$ cat src/dpc_pkg.sv
package dpc_pkg;

   localparam int DPC_ROW_W = 16;
   localparam int DPC_COL_W = 10;
   localparam int DPC_BANK_W = 3;
   localparam int DPC_NUM_BANKS = 8;
   localparam int DPC_NUM_MR = 4;

   // address bit positions with a fixed meaning
   localparam int DPC_AP_BIT = 10;
   localparam int DPC_BC_BIT = 12;

   // mode register fields
   localparam int DPC_MR0_BL_LO = 0;
   localparam logic [1:0] DPC_BL_OTF = 2'h1;
   localparam int DPC_MR1_RTT_B0 = 2;
   localparam int DPC_MR1_RTT_B1 = 6;
   localparam int DPC_MR1_RTT_B2 = 9;
   localparam int DPC_MR1_TDQS_BIT = 11;
   localparam int DPC_MR2_RTTWR_LO = 9;
   localparam logic [15:0] DPC_MR_RESET = 16'h0000;

   localparam logic [3:0] DPC_BEATS_BL8 = 4'h8;
   localparam logic [3:0] DPC_BEATS_BC4 = 4'h4;

   // {cs_n, ras_n, cas_n, we_n}
   typedef enum logic [3:0] {
      DPC_CMD_MRS = 4'b0000,
      DPC_CMD_REF = 4'b0001,
      DPC_CMD_PRE = 4'b0010,
      DPC_CMD_ACT = 4'b0011,
      DPC_CMD_WR = 4'b0100,
      DPC_CMD_RD = 4'b0101,
      DPC_CMD_ZQ = 4'b0110,
      DPC_CMD_NOP = 4'b0111
   } dpc_cmd_type;

   typedef enum logic [1:0] {
      DPC_PWR_ACTIVE = 2'b00,
      DPC_PWR_PRE_PD = 2'b01,
      DPC_PWR_ACT_PD = 2'b10,
      DPC_PWR_SELF_REF = 2'b11
   } dpc_pwr_type;

   typedef struct packed {
      logic cke;
      logic cs_n;
      logic ras_n;
      logic cas_n;
      logic we_n;
      logic [DPC_BANK_W-1:0] ba;
      logic [DPC_ROW_W-1:0] addr;
      logic odt;
   } dpc_ca_type;

   typedef struct packed {
      logic ck;
      logic cke;
      logic odt;
      logic ca;
      logic dq;
   } dpc_buf_type;

   typedef struct packed {
      logic valid;
      dpc_cmd_type kind;
      logic [DPC_BANK_W-1:0] bank;
      logic [DPC_ROW_W-1:0] row;
      logic [DPC_COL_W-1:0] col;
      logic auto_pre;
      logic all_banks;
      logic chop;
   } dpc_dec_type;

endpackage

$ cat src/dpc_pin_cmd.sv
// Added by the designer: strobed register access and the placing of the registers.
`timescale 1ns/1ps
// Function
// - activate takes row from address; read/write take column and auto-precharge on A10.
// - precharge with A10 low closes selected bank; A10 high closes all banks.
// - load mode presents op-code on address; device stores it in chosen register.
// - with on-the-fly chop enabled, A12 high gives BL8, low gives BC4.
// - bank address picks which of eight banks a bank command targets.
// - bank address picks which of four mode registers load mode writes.
// - all control and address sampled on rising clock; read strobe referenced to clock.
// - CKE registered high enables internal circuitry, registered low disables it.
// - CKE low gives precharge power-down or self refresh if idle, else active power-down.
// - CKE synchronous for power-down entry/exit and self-refresh entry, async for exit.
// - power-down keeps CK, CKE, RESET, ODT buffers; self refresh keeps CKE, RESET.
// - chip select low enables decoder; high masks every command.
// - command decoded from CS, RAS, CAS, WE sampled together.
// - write beat with data mask high is dropped.
// - on x8 the mask input may serve as termination data strobe.
// - ODT registered high enables termination, low disables it.
// - termination applies only to data bits, data strobes and mask.
// - when termination is disabled by load mode, ODT input is ignored.
// - reset input active low, acts asynchronously.
// - x8 mode register selects shared ball as inverted termination strobe or no function.
// - device drives read strobe edge-aligned with read data.
// - termination strobe enabled on x8 disables masking; balls give termination only.
module dpc_pin_cmd
   import dpc_pkg::*;
#(
   parameter int DQ_W = 8,
   parameter bit IS_X8 = 1'b1
) (
   input wire logic clk_sys,
   input wire logic reset,
   input wire logic clk_en,
   input wire logic reset_n,
   input wire dpc_ca_type ca_pin,
   input wire logic [DQ_W-1:0] dq_in,
   input wire logic dqs_in,
   input wire logic dm_in,
   output logic [DQ_W-1:0] dq_out,
   output logic dq_oe_n,
   output logic dqs_out,
   output logic dqs_oe_n,
   input wire logic rd_valid,
   input wire logic [DQ_W-1:0] rd_data,
   output logic rd_ready,
   output dpc_dec_type cmd,
   output logic [DPC_NUM_BANKS-1:0] bank_open,
   output dpc_pwr_type pwr_state,
   output dpc_buf_type buf_en,
   output logic core_en,
   output logic term_dq,
   output logic term_dqs,
   output logic term_dm,
   output logic tdqs_active,
   output logic tdqs_n_active,
   output logic wr_valid,
   output logic [DQ_W-1:0] wr_data,
   output logic wr_busy
);

   ////////////////////////////////////////////////////////////////////////////////
   // pin capture: two flops, first one read only by the second

   dpc_ca_type ca_s1;
   dpc_ca_type ca_s2;
   logic [DQ_W-1:0] dq_s1;
   logic [DQ_W-1:0] dq_s2;
   logic [1:0] dqs_s1;
   logic [1:0] dqs_s2;
   logic dqs_prev;

   always_ff @(posedge clk_sys or negedge reset_n) begin
      if (!reset_n) begin
         ca_s1 <= '0;
         ca_s2 <= '0;
         dq_s1 <= '0;
         dq_s2 <= '0;
         dqs_s1 <= '0;
         dqs_s2 <= '0;
         dqs_prev <= 1'b0;
      end else if (reset) begin
         ca_s1 <= '0;
         ca_s2 <= '0;
         dq_s1 <= '0;
         dq_s2 <= '0;
         dqs_s1 <= '0;
         dqs_s2 <= '0;
         dqs_prev <= 1'b0;
      end else if (clk_en) begin
         ca_s1 <= ca_pin;
         ca_s2 <= ca_s1;
         dq_s1 <= dq_in;
         dq_s2 <= dq_s1;
         dqs_s1 <= {dm_in, dqs_in};
         dqs_s2 <= dqs_s1;
         dqs_prev <= dqs_s2[0];
      end
   end

   ////////////////////////////////////////////////////////////////////////////////
   // power state and input buffers

   logic cke_prev;
   logic all_idle;
   logic cmd_buf_on;
   logic [3:0] cmd_code;
   dpc_cmd_type cmd_kind;
   dpc_pwr_type next_pwr;

   assign all_idle = ~|bank_open;
   assign cmd_code = {ca_s2.cs_n, ca_s2.ras_n, ca_s2.cas_n, ca_s2.we_n};
   assign cmd_kind = dpc_cmd_type'(cmd_code);
   assign cmd_buf_on = buf_en.ca;

   always_comb begin
      next_pwr = pwr_state;
      case (pwr_state)
         DPC_PWR_ACTIVE: begin
            if (cke_prev && !ca_s2.cke) begin
               if (cmd_kind == DPC_CMD_REF && all_idle) begin
                  next_pwr = DPC_PWR_SELF_REF;
               end else if (all_idle) begin
                  next_pwr = DPC_PWR_PRE_PD;
               end else begin
                  next_pwr = DPC_PWR_ACT_PD;
               end
            end
         end
         DPC_PWR_PRE_PD, DPC_PWR_ACT_PD: begin
            if (ca_s2.cke) begin
               next_pwr = DPC_PWR_ACTIVE;
            end
         end
         DPC_PWR_SELF_REF: begin
            next_pwr = pwr_state;
         end
         default: begin
            next_pwr = DPC_PWR_ACTIVE;
         end
      endcase
   end

   // self-refresh exit looks at cke without the clock enable or a prior edge,
   // since the clock may be stopped while the device sits in self refresh
   always_ff @(posedge clk_sys or negedge reset_n) begin
      if (!reset_n) begin
         pwr_state <= DPC_PWR_ACTIVE;
         cke_prev <= 1'b0;
      end else if (reset) begin
         pwr_state <= DPC_PWR_ACTIVE;
         cke_prev <= 1'b0;
      end else if (pwr_state == DPC_PWR_SELF_REF && ca_s2.cke) begin
         pwr_state <= DPC_PWR_ACTIVE;
         cke_prev <= 1'b1;
      end else if (clk_en) begin
         pwr_state <= next_pwr;
         cke_prev <= ca_s2.cke;
      end
   end

   assign buf_en.cke = 1'b1;
   assign buf_en.ck = pwr_state != DPC_PWR_SELF_REF;
   assign buf_en.odt = pwr_state != DPC_PWR_SELF_REF;
   assign buf_en.ca = pwr_state == DPC_PWR_ACTIVE;
   assign buf_en.dq = pwr_state == DPC_PWR_ACTIVE;
   assign core_en = pwr_state == DPC_PWR_ACTIVE && ca_s2.cke;

   ////////////////////////////////////////////////////////////////////////////////
   // command decode

   logic take;
   logic [15:0] mode_reg [DPC_NUM_MR];
   logic otf_en;
   logic tdqs_en;
   logic rtt_off;
   dpc_dec_type next_cmd;

   // a deselected rank takes no command, so a shared bus can address other ranks
   assign take = core_en && cmd_buf_on && !ca_s2.cs_n;
   assign otf_en = mode_reg[0][DPC_MR0_BL_LO +: 2] == DPC_BL_OTF;
   assign tdqs_en = IS_X8 && mode_reg[1][DPC_MR1_TDQS_BIT];
   assign rtt_off = !mode_reg[1][DPC_MR1_RTT_B0] && !mode_reg[1][DPC_MR1_RTT_B1]
      && !mode_reg[1][DPC_MR1_RTT_B2] && mode_reg[2][DPC_MR2_RTTWR_LO +: 2] == 2'h0;

   always_comb begin
      next_cmd.valid = take && cmd_kind != DPC_CMD_NOP;
      next_cmd.kind = cmd_kind;
      next_cmd.bank = ca_s2.ba;
      next_cmd.row = (cmd_kind == DPC_CMD_ACT || cmd_kind == DPC_CMD_MRS) ? ca_s2.addr
         : '0;
      next_cmd.col = ca_s2.addr[DPC_COL_W-1:0];
      next_cmd.auto_pre = (cmd_kind == DPC_CMD_RD || cmd_kind == DPC_CMD_WR)
         && ca_s2.addr[DPC_AP_BIT];
      next_cmd.all_banks = cmd_kind == DPC_CMD_PRE && ca_s2.addr[DPC_AP_BIT];
      next_cmd.chop = (cmd_kind == DPC_CMD_RD || cmd_kind == DPC_CMD_WR) && otf_en
         && !ca_s2.addr[DPC_BC_BIT];
   end

   always_ff @(posedge clk_sys or negedge reset_n) begin
      if (!reset_n) begin
         cmd <= '0;
      end else if (reset) begin
         cmd <= '0;
      end else if (clk_en) begin
         cmd <= next_cmd;
      end
   end

   // mode registers; the op-code rides on the address pins
   genvar gm;
   generate
      for (gm = 0; gm < DPC_NUM_MR; gm++) begin : g_mr
         logic hit;
         assign hit = take && cmd_kind == DPC_CMD_MRS && ca_s2.ba[2] == 1'b0
            && ca_s2.ba[1:0] == 2'(gm);
         always_ff @(posedge clk_sys or negedge reset_n) begin
            if (!reset_n) begin
               mode_reg[gm] <= DPC_MR_RESET;
            end else if (reset) begin
               mode_reg[gm] <= DPC_MR_RESET;
            end else if (clk_en && hit) begin
               mode_reg[gm] <= ca_s2.addr;
            end
         end
      end
   endgenerate

   // per-bank open row tracking
   genvar gb;
   generate
      for (gb = 0; gb < DPC_NUM_BANKS; gb++) begin : g_bank
         logic sel;
         logic close;
         assign sel = ca_s2.ba == DPC_BANK_W'(gb);
         assign close = take && cmd_kind == DPC_CMD_PRE
            && (ca_s2.addr[DPC_AP_BIT] || sel);
         always_ff @(posedge clk_sys or negedge reset_n) begin
            if (!reset_n) begin
               bank_open[gb] <= 1'b0;
            end else if (reset) begin
               bank_open[gb] <= 1'b0;
            end else if (clk_en) begin
               if (take && cmd_kind == DPC_CMD_ACT && sel) begin
                  bank_open[gb] <= 1'b1;
               end else if (close) begin
                  bank_open[gb] <= 1'b0;
               end else if (take && sel && ca_s2.addr[DPC_AP_BIT]
                  && (cmd_kind == DPC_CMD_RD || cmd_kind == DPC_CMD_WR)) begin
                  bank_open[gb] <= 1'b0;
               end
            end
         end
      end
   endgenerate

   ////////////////////////////////////////////////////////////////////////////////
   // termination

   logic odt_reg;

   always_ff @(posedge clk_sys or negedge reset_n) begin
      if (!reset_n) begin
         odt_reg <= 1'b0;
      end else if (reset) begin
         odt_reg <= 1'b0;
      end else if (clk_en) begin
         odt_reg <= buf_en.odt && ca_s2.odt && !rtt_off;
      end
   end

   assign term_dq = odt_reg;
   assign term_dqs = odt_reg;
   assign term_dm = odt_reg;
   assign tdqs_active = tdqs_en;
   assign tdqs_n_active = tdqs_en;

   ////////////////////////////////////////////////////////////////////////////////
   // write beats: one beat per strobe edge after a write, masked by dm

   logic [3:0] wr_left;
   logic wr_edge;

   assign wr_edge = dqs_s2[0] != dqs_prev;
   assign wr_busy = wr_left != 4'h0;

   always_ff @(posedge clk_sys or negedge reset_n) begin
      if (!reset_n) begin
         wr_left <= 4'h0;
         wr_valid <= 1'b0;
         wr_data <= '0;
      end else if (reset) begin
         wr_left <= 4'h0;
         wr_valid <= 1'b0;
         wr_data <= '0;
      end else if (clk_en) begin
         wr_valid <= 1'b0;
         if (take && cmd_kind == DPC_CMD_WR) begin
            wr_left <= next_cmd.chop ? DPC_BEATS_BC4 : DPC_BEATS_BL8;
         end else if (wr_busy && wr_edge) begin
            wr_left <= wr_left - 4'h1;
            // mask lane is a termination strobe when tdqs is on, so never masks
            wr_valid <= tdqs_en || !dqs_s2[1];
            wr_data <= dq_s2;
         end
      end
   end

   ////////////////////////////////////////////////////////////////////////////////
   // read beats: strobe toggles in the same flop stage as data

   assign rd_ready = buf_en.dq;

   always_ff @(posedge clk_sys or negedge reset_n) begin
      if (!reset_n) begin
         dq_out <= '0;
         dqs_out <= 1'b0;
         dq_oe_n <= 1'b1;
         dqs_oe_n <= 1'b1;
      end else if (reset) begin
         dq_out <= '0;
         dqs_out <= 1'b0;
         dq_oe_n <= 1'b1;
         dqs_oe_n <= 1'b1;
      end else if (clk_en) begin
         dq_oe_n <= !(rd_valid && rd_ready);
         dqs_oe_n <= !(rd_valid && rd_ready);
         if (rd_valid && rd_ready) begin
            dq_out <= rd_data;
            dqs_out <= !dqs_out;
         end
      end
   end

endmodule

$ cat config.mk
export PLATFORM = sky130hd
export DESIGN_NAME = dpc_pin_cmd
export DESIGN_NICKNAME = d
export VERILOG_FILES = /design/src/dpc_pkg.sv /design/src/dpc_pin_cmd.sv
export SDC_FILE = /design/constraint.sdc
export NUM_CORES = 1
export LEC_CHECK = 0
export BUFFER_PORTS_ARGS = -buffer_cell sky130_fd_sc_hd__buf_2
export CAP_MARGIN = 40
export CORE_MARGIN = 2
export CORE_UTILIZATION = 59
export CTS_CLUSTER_DIAMETER = 150
export DETAILED_ROUTE_END_ITERATION = 6
export GPL_TIMING_DRIVEN = 0
export HOLD_SLACK_MARGIN = 0.12
export PLACE_DENSITY_LB_ADDON = 0.15
export SYNTH_ARGS = -nofsm -noshare
export SYNTH_HDL_FRONTEND = slang
export SYNTH_SLANG_ARGS = --single-unit
$ cat constraint.sdc
create_clock -name clk_sys -period 4.7 [get_ports clk_sys]
set_input_delay 0.705 -clock clk_sys [delete_from_list [all_inputs] [get_ports clk_sys]]
set_output_delay 0.705 -clock clk_sys [all_outputs]
set_load 0.05 [all_outputs]
==> impl_metrics.json <==
{
  "grt_pass1_vias": 4944,
  "core-area_sq_um": 10800,
  "synth_edf_count": 0,
  "yosys.area.top_type_share_pct": 57.5,
  "leakage_uw": 0.00429,
  "place_congestion": 0.903,
  "hp-class": "primary input to asynchronous set/reset pin",
  "setup_slack_ns": 1.98,
  "cts-buffers-inserted": 17,
  "synth_warnings": 0,
  "max_freq_ghz": 0.368,
  "hold_violations": 0,
  "nets": 763,
  "max_stage_delay_ns": 0.53,
  "final_cell_mix": "150 x dfrtp_1, 134 x buf_2, 115 x nor2_1, 106 x mux2i_1, 22 x a22o_1",
  "syn_inst": 567,
  "syn_nets": 618,
  "relSlewSlack_pct": 46.5,
  "clockRootBuffer": "clkbuf_8",
  "cp_max_fo": 4,
  "grt_max_degree": 92,
  "dp_hpwl_mm": 10.7,
  "skew_ns": 0.00608,
  "post_synth_mux_area_share_pct": 16.6,
  "grt.total_usage_pct": 27.9,
  "period_minus_slack_ns": 2.72,
  "start_util_pct": 60.2,
  "ys_seq_elements": 151,
  "overflow": 0,
  "rrSetupSlack_ns": 2.67,
  "status": "finished, final reports clean",
  "antenna_found_initial": 0,
  "cp-start-kind": "flip-flop",
  "power_uw": 3130,
  "setup_viol": 0,
  "holdWs_ns": 0.137,
  "via_count": 4953,
  "synth-main-ff-cell": "dfrtp_1",
  "clk_pin_slew_ns": 0.06,
  "largest_reg_flops": 37,
  "critPathKind": "flip-flop to output port",
  "wl_per_cell_um": 18.1,
  "drt_iter0_markers": 303,
  "maxCapViolCount": 0,
  "worst_ep_required_time_ns": 3.99,
  "ant_nets": 0,
  "synthAdderAreaFrac_pct": 0.575,
  "vias_per_cell": 5.73,
  "synthesis.area_per_instance_sq_um": 11.5,
  "finalSetupTns_ns": 0,
  "finalCritPeriodShare_pct": 57.8,
  "rows": 38,
  "wirelength_mm": 15.7,
  "synth_top_family_by_area": "multiplexers",
  "first_pass_iters": 5,
  "worstPathCellList": "inv_1 -> ha_1 -> or3b_2 -> buf_2",
  "ir_drop_mv": 0.297,
  "reg2regPathDepth": 6,
  "synth_xor_area_share_pct": 0.134,
  "clock_sinks": 151,
  "synth_compound_area_share_pct": 7.38,
  "synthTopCellsByArea": "dfrtp_1 57%, mux2i_1 16%, nor2_1 6.6%",
  "cp-end-kind": "output port",
  "final_max_slew_viol_count": 0,
  "cts_tree": "built",
  "synth_async_sr_flop_share_pct": 100,
  "die_w_um": 109,
  "io_buffers": 125,
  "io_pins": 128,
  "critical_path_arrival_ns": 2.01,
  "yosys.area_share.simple_pct": 13.1,
  "r2r-end": "bank_open[4]$_DFFE_PN0P_",
  "cts_setup_buffers": 0,
  "clockBufferDepth": 2,
  "worstReg2RegStart": "pwr_state[1]$_DFFE_PN0P_",
  "cts_hold_buffers": 0,
  "grt_first_pass_wirelength_mm": 24.7,
  "die_h_um": 109,
  "synth_seq_area_share_pct": 57.9,
  "synth_top_cell_by_area": "dfrtp_1",
  "top_regs": "cmd x37, ca_s1 x25, ca_s2 x25",
  "layout_commonest_cell": "dfrtp_1",
  "dp_worst_setup_slack_ns": 2.51,
  "fp.dieArea_sq_um": 11900,
  "rsz0062_at_grt": "false",
  "worst_pin_slew_ns": 0.798,
  "cts_resized": 0,
  "syn-cell-area_sq_um": 6530,
  "synth.distinct_cells": 54,
  "drc": 0,
  "fill_cells": 801,
  "antenna_cells": 0,
  "htree_levels": 4,
  "area_growth_pct": 22.1,
  "regMostFlops": "cmd",
  "power_density_nw_per_um2": 393,
  "drive_above_1_share_pct": 26.2,
  "slowest_stage": "or3b_2",
  "clock_latency_ns": 0.54
}
[per-stage QoR]
| stage | util [%] | cell area (sq um) | std cells |
|---|---|---|---|
| 4_1_cts | 73.6 | 7980 | 865 |
| 2_1_floorplan | - | 6530 | 567 |
| 3_3_place_gp | 67.6 | 7330 | 832 |
| 6_report | 73.6 | 7980 | 865 |
| 5_1_grt | 73.6 | 7980 | 865 |
| 3_5_place_dp | 67.9 | 7370 | 833 |
[worst max-delay path: cells and delay by family (launching register included)]
| kind | cells | cell delay, ns |
|---|---|---|
| AND/OR/NAND/NOR | 1 | 0.53 |
| flip-flops | 1 | 0.40 |
| buffers and inverters | 2 | 0.34 |
| adder cells (fa/ha/maj) | 1 | 0.21 |
[worst max-delay path by stage]
stage | from | endpoint | slack, ns | cells after the start
after floorplan | pwr_state[1]$_DFFE_PN0P_ | bank_open[4]$_DFFE_PN0P_ | 1.99 | 6
after global placement | reset_n | wr_data[3]$_DFFE_PN0P_ | 0.87 | 1
after detailed placement | reset | cmd[21]$_DFFE_PN0N_ | 2.51 | 4
after CTS | wr_left[0]$_DFFE_PN0P_ | wr_busy | 1.99 | 4
after global routing | wr_left[0]$_DFFE_PN0P_ | wr_busy | 1.95 | 4
final | wr_left[0]$_DFFE_PN0P_ | wr_busy | 1.98 | 4
[cells by family after synthesis]
| family | count (synthesis) |
|---|---|
| DFF | 151 |
| xor gates and xnor gates | 1 |
| AOI/OAI and AO/OA | 66 |
| adders and majority gates | 3 |
| and+or+nand+nor | 181 |
| buffers and inverters | 56 |
| muxes | 108 |
| other | 1 |
[metal layers]
layer / track usage (%) / wire, um / vias to the layer above
met4: 13.3 / 422 / 0
met1: 35.4 / 6420 / 2474
li1: - / - / 2255
met3: 7.11 / 1040 / 40
met5: 0 / 0 / -
met2: 45.0 / 7780 / 184
[power breakdown]
| group | switching [uW] | internal, uW | leakage (uW) | total [uW] |
|---|---|---|---|---|
| Sequential | 31.2 | 1340 | 0.00207 | 1370 |
| Clock | 523 | 876 | 0.000291 | 1400 |
| Combinational | 246 | 114 | 0.00194 | 360 |
| Total | 800 | 2330 | 0.00429 | 3130 |
[Yosys cell counts, drive strengths merged, types with 4 or more instances]
master and instances:
buf 26, nand2b 8, o32ai 5, inv 12
nand3 8, o21ai 6, nor2 116, a22o 22
dfrtp 150, nand3b 5, nand2 8, mux2i 106
clkbuf 18, a21oi 18, nor3 4
[cell type report]
class | count | area, sq um | area share (%)
clock buffers | 20 | 435 | 5.46
flip-flops and latches | 151 | 3780 | 47.4
plain buffers | 44 | 234 | 2.93
repair buffers | 126 | 659 | 8.27
clock inverters | 12 | 175 | 2.20
well taps | 140 | 175 | 2.20
inverters | 12 | 45.0 | 0.565
multi-input cells | 360 | 2470 | 31.0
Note: power is estimated with default switching activity, not from simulation.
